[src/verilog/adcc_pkg.sv]
// Summary of operation
// - hardware sets conversion-done, csr bit 7, when a result is ready
// - done clears on high result byte read or any csr write with byte lane 0 strobed
// - bit 6 selects converter clock: 0 is pclk/4, 1 is pclk/2
// - writing converter_on bit 5 to one starts converting the selected channel
// - converter_on zero keeps converter disabled and halts conversion
// - channel_select bits 3:0 pick analog input 0 to 15 in binary
// - csr is read/write except done bit, which is read-only, and bit 4, which reads zero
// - result_high_byte is read-only, holding result bits 9:2
// - result_low_bits is read-only: bits 1:0 result, bits 7:2 zero
// - registers sit at indices 70h, 71h, 72h, consecutive
// - reset clears all registers: off, divide by 4, channel 0, not done
// - while on, conversions repeat back to back on the selected channel
// - channel change aborts conversion, clears done, restarts on new channel
package adcc_pkg;
  // ==========================================================
  // register map, index times four is the byte address
  localparam int unsigned ADDR_W       = 12;
  localparam logic [7:0]  CSR_IDX      = 8'h70;
  localparam logic [7:0]  HIGH_IDX     = 8'h71;
  localparam logic [7:0]  LOW_IDX      = 8'h72;
  localparam logic [7:0]  IRQ_STAT_IDX = 8'h73;
  localparam logic [7:0]  IRQ_MASK_IDX = 8'h74;
  // ==========================================================
  // field positions and reset values
  localparam int unsigned DONE_BIT     = 7;
  localparam int unsigned DIV_BIT      = 6;
  localparam int unsigned ON_BIT       = 5;
  localparam int unsigned CH_LSB       = 0;
  localparam int unsigned CH_W         = 4;
  localparam int unsigned RES_W        = 10;
  localparam int unsigned IRQ_W        = 2;
  localparam int unsigned IRQ_DONE     = 0;
  localparam int unsigned IRQ_OVR      = 1;
  localparam logic [7:0]  CSR_RESET    = 8'h00;
  localparam logic [9:0]  RESULT_RESET = 10'h000;
  localparam logic [1:0]  IRQ_RESET    = 2'h0;
  // ==========================================================
  // converter clock ratios
  localparam int unsigned DIV_SLOW     = 4;
  localparam int unsigned DIV_FAST     = 2;
  // ==========================================================
  // types
  typedef struct packed {
    logic            enable;
    logic            start;
    logic            tick;
    logic [CH_W-1:0] channel;
  } adcc_core_ctrl_s;
  typedef struct packed {
    logic             done;
    logic [RES_W-1:0] result;
  } adcc_core_stat_s;
  typedef enum logic [1:0] {ST_IDLE, ST_START, ST_CONV} adcc_state_e;
  // ==========================================================
  // word address match
  function automatic logic adcc_hit(input logic [ADDR_W-1:0] a, input logic [7:0] idx);
    return a == {{(ADDR_W-10){1'b0}}, idx, 2'b00};
  endfunction : adcc_hit
endpackage : adcc_pkg

[src/verilog/adcc_clkdiv.sv]
`timescale 1ns/1ps
`default_nettype none
module adcc_clkdiv #(
  parameter int unsigned SLOW = adcc_pkg::DIV_SLOW,
  parameter int unsigned FAST = adcc_pkg::DIV_FAST
) (
  input  wire logic pclk,
  input  wire logic presetn,
  input  wire logic fast,
  input  wire logic run,
  output logic      tick
);
  localparam int unsigned CW = $clog2(SLOW);
  logic [CW-1:0] cnt_q;
  logic [CW-1:0] last;
  logic          tick_q;
  // ==========================================================
  // divide by four or two
  assign last = fast ? CW'(FAST - 1) : CW'(SLOW - 1);
  always_ff @(posedge pclk or negedge presetn)
  begin
    if (!presetn)
      cnt_q <= '0;
    else if (!run || cnt_q >= last)
      cnt_q <= '0;
    else
      cnt_q <= cnt_q + CW'(1);
  end
  always_ff @(posedge pclk or negedge presetn)
  begin
    if (!presetn)
      tick_q <= 1'b0;
    else
      tick_q <= run && (cnt_q >= last);
  end
  assign tick = tick_q;
endmodule : adcc_clkdiv
`default_nettype wire

[src/verilog/adcc_irq.sv]
`timescale 1ns/1ps
`default_nettype none
module adcc_irq #(
  parameter int unsigned W = adcc_pkg::IRQ_W
) (
  input  wire logic         pclk,
  input  wire logic         presetn,
  input  wire logic [W-1:0] events,
  input  wire logic         clr_we,
  input  wire logic         mask_we,
  input  wire logic [W-1:0] wdata,
  output logic      [W-1:0] status,
  output logic      [W-1:0] mask,
  output logic              irq
);
  logic [W-1:0] status_q;
  logic [W-1:0] mask_q;
  logic         irq_q;
  // ==========================================================
  // sticky status, set wins over write-one clear
  always_ff @(posedge pclk or negedge presetn)
  begin
    if (!presetn)
      status_q <= adcc_pkg::IRQ_RESET;
    else
      status_q <= (status_q & ~(clr_we ? wdata : '0)) | events;
  end
  always_ff @(posedge pclk or negedge presetn)
  begin
    if (!presetn)
      mask_q <= adcc_pkg::IRQ_RESET;
    else if (mask_we)
      mask_q <= wdata;
  end
  always_ff @(posedge pclk or negedge presetn)
  begin
    if (!presetn)
      irq_q <= 1'b0;
    else
      irq_q <= |(status_q & mask_q);
  end
  assign status = status_q;
  assign mask   = mask_q;
  assign irq    = irq_q;
endmodule : adcc_irq
`default_nettype wire

[src/verilog/adcc_top.sv]
`timescale 1ns/1ps
`default_nettype none
module adcc_top (
  input  wire logic                         pclk,
  input  wire logic                         presetn,
  input  wire logic [adcc_pkg::ADDR_W-1:0]  paddr,
  input  wire logic                         psel,
  input  wire logic                         penable,
  input  wire logic                         pwrite,
  input  wire logic [31:0]                  pwdata,
  input  wire logic [3:0]                   pstrb,
  output logic      [31:0]                  prdata,
  output logic                              pready,
  output logic                              pslverr,
  output adcc_pkg::adcc_core_ctrl_s         core_ctrl,
  input  wire adcc_pkg::adcc_core_stat_s    core_stat,
  output logic                              irq
);
  // ==========================================================
  // declarations
  logic                                 fast_q;
  logic                                 on_q;
  logic [adcc_pkg::CH_W-1:0]            ch_q;
  logic                                 done_q;
  logic [adcc_pkg::RES_W-1:0]           result_q;
  logic [31:0]                          prdata_q;
  adcc_pkg::adcc_state_e                state_q;
  adcc_pkg::adcc_state_e                state_d;
  logic                                 setup_rd;
  logic                                 access;
  logic                                 wr_access;
  logic                                 rd_access;
  logic                                 lane0;
  logic                                 hit_csr;
  logic                                 hit_high;
  logic                                 hit_low;
  logic                                 hit_stat;
  logic                                 hit_mask;
  logic                                 mapped;
  logic                                 csr_wr;
  logic                                 high_rd;
  logic [adcc_pkg::CH_W-1:0]            ch_new;
  logic                                 ch_change;
  logic                                 conv_done;
  logic                                 rearm_q;
  logic                                 tick;
  logic [adcc_pkg::IRQ_W-1:0]           irq_events;
  logic [adcc_pkg::IRQ_W-1:0]           irq_status;
  logic [adcc_pkg::IRQ_W-1:0]           irq_mask;
  logic [7:0]                           csr_view;
  logic [7:0]                           high_view;
  logic [7:0]                           low_view;
  logic [31:0]                          rd_mux;

  // ==========================================================
  // address decode
  assign hit_csr  = adcc_pkg::adcc_hit(paddr, adcc_pkg::CSR_IDX);
  assign hit_high = adcc_pkg::adcc_hit(paddr, adcc_pkg::HIGH_IDX);
  assign hit_low  = adcc_pkg::adcc_hit(paddr, adcc_pkg::LOW_IDX);
  assign hit_stat = adcc_pkg::adcc_hit(paddr, adcc_pkg::IRQ_STAT_IDX);
  assign hit_mask = adcc_pkg::adcc_hit(paddr, adcc_pkg::IRQ_MASK_IDX);
  assign mapped   = hit_csr | hit_high | hit_low | hit_stat | hit_mask;

  // ==========================================================
  // bus phases
  assign setup_rd  = psel && !penable && !pwrite;
  assign access    = psel && penable;
  assign lane0     = pstrb[0];
  assign wr_access = access && pwrite && mapped && lane0;
  assign rd_access = access && !pwrite && mapped;
  assign csr_wr    = wr_access && hit_csr;
  assign high_rd   = rd_access && hit_high;

  // ==========================================================
  // single-cycle access phase
  assign pready  = 1'b1;
  assign pslverr = access && !mapped;

  // ==========================================================
  // channel change detect
  assign ch_new    = pwdata[adcc_pkg::CH_LSB +: adcc_pkg::CH_W];
  assign ch_change = csr_wr && (ch_new != ch_q);

  // ==========================================================
  // control fields
  always_ff @(posedge pclk or negedge presetn)
  begin
    if (!presetn)
      fast_q <= adcc_pkg::CSR_RESET[adcc_pkg::DIV_BIT];
    else if (csr_wr)
      fast_q <= pwdata[adcc_pkg::DIV_BIT];
  end

  always_ff @(posedge pclk or negedge presetn)
  begin
    if (!presetn)
      on_q <= adcc_pkg::CSR_RESET[adcc_pkg::ON_BIT];
    else if (csr_wr)
      on_q <= pwdata[adcc_pkg::ON_BIT];
  end

  always_ff @(posedge pclk or negedge presetn)
  begin
    if (!presetn)
      ch_q <= adcc_pkg::CSR_RESET[adcc_pkg::CH_LSB +: adcc_pkg::CH_W];
    else if (csr_wr)
      ch_q <= ch_new;
  end

  // ==========================================================
  // converter clock enable
  adcc_clkdiv #(
    .SLOW (adcc_pkg::DIV_SLOW),
    .FAST (adcc_pkg::DIV_FAST)
  ) u_clkdiv (
    .pclk    (pclk),
    .presetn (presetn),
    .fast    (fast_q),
    .run     (on_q),
    .tick    (tick)
  );

  // ==========================================================
  // conversion sequencer
  always_comb
  begin
    state_d = state_q;
    case (state_q)
      adcc_pkg::ST_IDLE:
      begin
        if (on_q)
          state_d = adcc_pkg::ST_START;
      end
      adcc_pkg::ST_START:
      begin
        if (!on_q)
          state_d = adcc_pkg::ST_IDLE;
        else
          state_d = adcc_pkg::ST_CONV;
      end
      adcc_pkg::ST_CONV:
      begin
        if (!on_q)
          state_d = adcc_pkg::ST_IDLE;
        else if (ch_change || rearm_q)
          state_d = adcc_pkg::ST_START;
        else if (core_stat.done)
          state_d = adcc_pkg::ST_START;
      end
      default:
      begin
        state_d = adcc_pkg::ST_IDLE;
      end
    endcase
  end

  always_ff @(posedge pclk or negedge presetn)
  begin
    if (!presetn)
      state_q <= adcc_pkg::ST_IDLE;
    else
      state_q <= state_d;
  end

  // ==========================================================
  // channel change in the start cycle re-arms a fresh start
  always_ff @(posedge pclk or negedge presetn)
  begin
    if (!presetn)
      rearm_q <= 1'b0;
    else if (!on_q)
      rearm_q <= 1'b0;
    else if (ch_change && (state_q == adcc_pkg::ST_START))
      rearm_q <= 1'b1;
    else if (state_q == adcc_pkg::ST_CONV)
      rearm_q <= 1'b0;
  end

  // completion counts only for the running, unaborted conversion
  assign conv_done = (state_q == adcc_pkg::ST_CONV) && on_q && !ch_change && !rearm_q && core_stat.done;

  // ==========================================================
  // result word
  always_ff @(posedge pclk or negedge presetn)
  begin
    if (!presetn)
      result_q <= adcc_pkg::RESULT_RESET;
    else if (conv_done)
      result_q <= core_stat.result;
  end

  // ==========================================================
  // conversion-done flag, set wins over clear
  always_ff @(posedge pclk or negedge presetn)
  begin
    if (!presetn)
      done_q <= adcc_pkg::CSR_RESET[adcc_pkg::DONE_BIT];
    else if (conv_done)
      done_q <= 1'b1;
    else if (csr_wr || high_rd)
      done_q <= 1'b0;
  end

  // ==========================================================
  // core drive
  always_comb
  begin
    core_ctrl         = '0;
    core_ctrl.enable  = on_q;
    core_ctrl.start   = (state_q == adcc_pkg::ST_START) && on_q;
    core_ctrl.tick    = tick;
    core_ctrl.channel = ch_q;
  end

  // ==========================================================
  // interrupts: done and overrun
  always_comb
  begin
    irq_events                    = '0;
    irq_events[adcc_pkg::IRQ_DONE] = conv_done;
    irq_events[adcc_pkg::IRQ_OVR]  = conv_done && done_q;
  end

  adcc_irq #(
    .W (adcc_pkg::IRQ_W)
  ) u_irq (
    .pclk    (pclk),
    .presetn (presetn),
    .events  (irq_events),
    .clr_we  (wr_access && hit_stat),
    .mask_we (wr_access && hit_mask),
    .wdata   (pwdata[adcc_pkg::IRQ_W-1:0]),
    .status  (irq_status),
    .mask    (irq_mask),
    .irq     (irq)
  );

  // ==========================================================
  // register views
  always_comb
  begin
    csr_view                                          = '0;
    csr_view[adcc_pkg::DONE_BIT]                      = done_q;
    csr_view[adcc_pkg::DIV_BIT]                       = fast_q;
    csr_view[adcc_pkg::ON_BIT]                        = on_q;
    csr_view[adcc_pkg::CH_LSB +: adcc_pkg::CH_W]      = ch_q;
  end

  assign high_view = result_q[adcc_pkg::RES_W-1 -: 8];
  assign low_view  = {6'h00, result_q[1:0]};

  // ==========================================================
  // read mux
  always_comb
  begin
    rd_mux = '0;
    if (hit_csr)
      rd_mux[7:0] = csr_view;
    else if (hit_high)
      rd_mux[7:0] = high_view;
    else if (hit_low)
      rd_mux[7:0] = low_view;
    else if (hit_stat)
      rd_mux[adcc_pkg::IRQ_W-1:0] = irq_status;
    else if (hit_mask)
      rd_mux[adcc_pkg::IRQ_W-1:0] = irq_mask;
  end

  // ==========================================================
  // read data captured in setup cycle
  always_ff @(posedge pclk or negedge presetn)
  begin
    if (!presetn)
      prdata_q <= '0;
    else if (setup_rd)
      prdata_q <= rd_mux;
  end

  assign prdata = prdata_q;

endmodule : adcc_top
`default_nettype wire

[config.mk]
export PLATFORM = sky130hd
export DESIGN_NAME = adcc_top
export DESIGN_NICKNAME = d
export VERILOG_FILES = /design/src/verilog/adcc_pkg.sv /design/src/verilog/adcc_clkdiv.sv /design/src/verilog/adcc_irq.sv /design/src/verilog/adcc_top.sv
export SDC_FILE = /design/constraint.sdc
export NUM_CORES = 1
export LEC_CHECK = 0
export BUFFER_PORTS_ARGS = -buffer_cell sky130_fd_sc_hd__buf_2
export CORE_MARGIN = 1
export CORE_UTILIZATION = 45
export CTS_CLUSTER_SIZE = 30
export DETAILED_ROUTE_END_ITERATION = 12
export PLACE_DENSITY = 0.82
export SYNTH_ARGS = -nofsm -noshare
export SYNTH_HDL_FRONTEND = slang
export SYNTH_SLANG_ARGS = --single-unit
[constraint.sdc]
create_clock -name pclk -period 2.61 [get_ports pclk]
set_input_delay 0.3915 -clock pclk [delete_from_list [all_inputs] [get_ports pclk]]
set_output_delay 0.3915 -clock pclk [all_outputs]
set_load 0.03 [all_outputs]
==> metrics.md <==
| Metric | Value |
|---|---|
| First-pass GRT wire length | `approximately 6200 um` |
| Worst reg2reg path depth | `6` |
| Port bufs | `51` |
| Crit path max fanout | `5` |
| Pwr per Cell Area | `505.0 nW/um2` |
| Clock Tree Buf Depth | `2` |
| Fin util | `roughly 56%` |
| Initial Utilization | `48.19%` |
| Clock-pin slew on the worst setup and hold paths | `~0.070 ns` |
| Synthesized flop and latch total | `36` |
| Initial DRC Count | `87` |
| Routed vias/inst | `between 5 and 6` |
| Worst flop-to-flop path endpoint | `result_q[0]` |
| Antenna Nets Post-Route | `0` |
| Post-CTS Resized | `0` |
| Fin cells | `between 200 and 300` |
| Final instance area | `between 2000 and 2500 um2` |
| Yosys cell types | `between 40 and 50` |
| Status | `completed` |
| Initial antenna violation count | `0` |
| Nets | `around 310` |
| Worst-margin pin slew | `about 0.77 ns` |
| Hold_buf cts | `0` |
| CP endpoint | `pslverr` |
| Worst r2r src | `ch_q[0]` |
| Routed via count | `1,517` |
| Register area share after synthesis | `between 40% and 50%` |
| Critical path class | `primary input to primary output` |
| Vias in the first global route | `roughly 1,300` |
| CTS tree | `built` |
| Max-Cap Viols | `0` |
| Ys async rst share | `100.0%` |
| Remaining DRCs | `0` |
| N_diodes | `0` |
| Clock skew | `0.005417 ns` |
| Placed Cells | `283` |
| CTS sink cnt | `36` |
| Core Area | `slightly above 4000 um2` |
| Pin count of the biggest net entering global routing | `37` |
| H-tree level count | `2` |
| Post-synth EDFFs | `0` |
| CP startpoint | `paddr[9]` |
| Ys flop type | `dfrtp_1` |
| Slew margin rel. | `~49%` |
| Syn-to-layout area delta | `15.96%` |
| GR Overflow Total | `0` |
| YS warnings | `0` |
| CP Data Arrival Time | `around 1.7 ns` |
| Post-Syn Area | `a little under 2000 um2` |
| Final Wtd Congestion | `between 0.8 and 0.9` |
| Total GRT Usage | `about 18%` |
| CP Launch Type | `primary input` |
| Clock insertion delay at the later pin of the skew report | `about 0.28 ns` |
| Ratio of final minimum period to clock period | `approximately 80%` |
| Setup violators final | `0` |
| Final Max Tran Viols | `0` |
| Height of the die | `around 68 um` |
| FP Rows | `23` |
| DR pass1 iterations | `4` |
| Full die area | `around 4700 um2` |
| Worst reg-to-reg setup slack | `between 0.5 and 0.6 ns` |
| Worst Hold Class | `primary input to asynchronous set/reset pin` |
| Post-Synthesis Cells | `between 150 and 200` |
| Maximum clock rate | `about 470 MHz` |
| Tmin final | `roughly 2.1 ns` |
| Crit end category | `primary output` |
| Post-CTS setup buffer count | `0` |
| LEAKAGE | `1.166 nW` |
| CTS Buf Count | `5` |
| WL per Instance | `13.30 um` |
| DP HPWL | `3015 um` |
| # IOs | `~110` |
| CTS Root Cell | `clkbuf_8` |
| Worst vdd ir | `between 200 and 250 uV` |
| Area after DPL | `approximately 2200 um2` |
| RSZ-0062 raised after global routing | `false` |
| Final WL | `around 3900 um` |
| Syn Area/Cell | `approximately 11 um2` |
| Hold_ws | `0.1749 ns` |
| Fin. Hold Viols | `0` |
| Proportion of layout cells with a drive suffix above 1 | `roughly a third` |
| Critical Path RT | `between 2 and 2.5 ns` |
| Die X | `around 68 um` |
| Setup_tns | `0 ns` |
state kept, by name, summed over array words and instances (netlist names):
register and flops:
u_irq.status 2, u_clkdiv.cnt_q 2, fast_q 1, result_q 10, ch_q 4, state_q 2, on_q 1, prdata 8
u_irq.mask 2, rearm_q 1, done_q 1, u_clkdiv.tick 1, u_irq.irq 1
cells in the final DEF (no fill, tap or decap), types with 5 or more instances in the layout:
cell / instances
buf_2: 51
conb_1: 25
mux2_2: 7
clkbuf_8: 5
a21oi_1: 6
buf_4: 5
dfrtp_1: 36
a22oi_1: 5
nor3_1: 5
nor2_1: 7
mux2_4: 7
nand2_1: 18
critical path, cell delays in order:
cell and delay, ns:
buf_2 0.09, or4b_1 0.55, or2_1 0.33, nor2_1 0.11, a21oi_1 0.07, buf_2 0.18
per-layer routing:
metal	global-route usage (%)	up-vias	routed length, um	part of all wire [%]
met4	7.552	0	57	1.5
li1	-	722	-	-
met3	4.833	7	183	4.7
met1	22.89	733	1687	44
met5	0	-	0	0
met2	29.78	55	1942	50
metrics by stage:
step / power [mW] / setup WS, ns
floorplan: 0.6773 / 0.4149
global placement: 0.6972 / 0.2358
detailed placement: 0.6990 / 0.1836
CTS: 1.175 / 0.4884
global route: 1.207 / 0.4166
finish: 1.161 / 0.4897
report_power, final:
group          leakage (nW)  switching [mW]  internal, mW
Combinational         0.615          0.0953        0.0310
Sequential            0.496         0.00136         0.560
Clock                0.0552           0.190         0.283
kinds of logic (layout without fill, tap and decap cells):
logic type,count (synthesis),after routing,synth area share [%]
AND/OR/NAND/NOR,60,60,17.85
XOR/XNOR,4,4,1.766
other,2,25,0.3787
flip-flops,36,36,45.43
AO/OA/AOI/OAI,32,32,10.85
multiplexers,17,17,10.98
buffers and inverters,33,66,12.11
adder cells (fa/ha/maj),1,1,0.6308
cell usage after synthesis, types with 4 or more instances:
master	count	area share [%]
a22oi_1	5	1.9
nand2_1	18	3.4
dfrtp_1	36	45
mux2_4	7	5.3
o21ai_1	4	1.0
nor2b_1	4	1.3
o21ai_0	4	1.0
nor2_1	7	1.3
nor4_1	4	1.3
buf_4	27	10
a21oi_1	6	1.5
nor3_1	5	1.3
xor2_1	4	1.8
mux2_2	7	4.0
nand2b_1	4	1.3
cell type report:
class / count / area, um2
fill: 369 / 1815
timing repair buffer: 56 / 292.8
tap: 50 / 62.56
multi-input combinational: 139 / 928.4
inverter: 2 / 7.507
clock inverter: 2 / 35.03
clock buffer: 6 / 72.57
sequential: 36 / 900.9
how the worst min path moves through the flow:
stage / from / to / slack (ns) / cells after the start
after detailed placement: u_clkdiv.cnt_q[0] / u_clkdiv.cnt_q[0] / 0.44 / 1
final: presetn / u_irq.irq / 0.17 / 1
after CTS: presetn / state_q[1] / 0.21 / 1
after global routing: presetn / u_irq.irq / 0.26 / 1
after global placement: u_clkdiv.cnt_q[0] / u_clkdiv.cnt_q[0] / 0.44 / 1
after floorplan: presetn / ch_q[0] / 0.1 / 0
No activity file was read; power rests on OpenSTA's default activity.
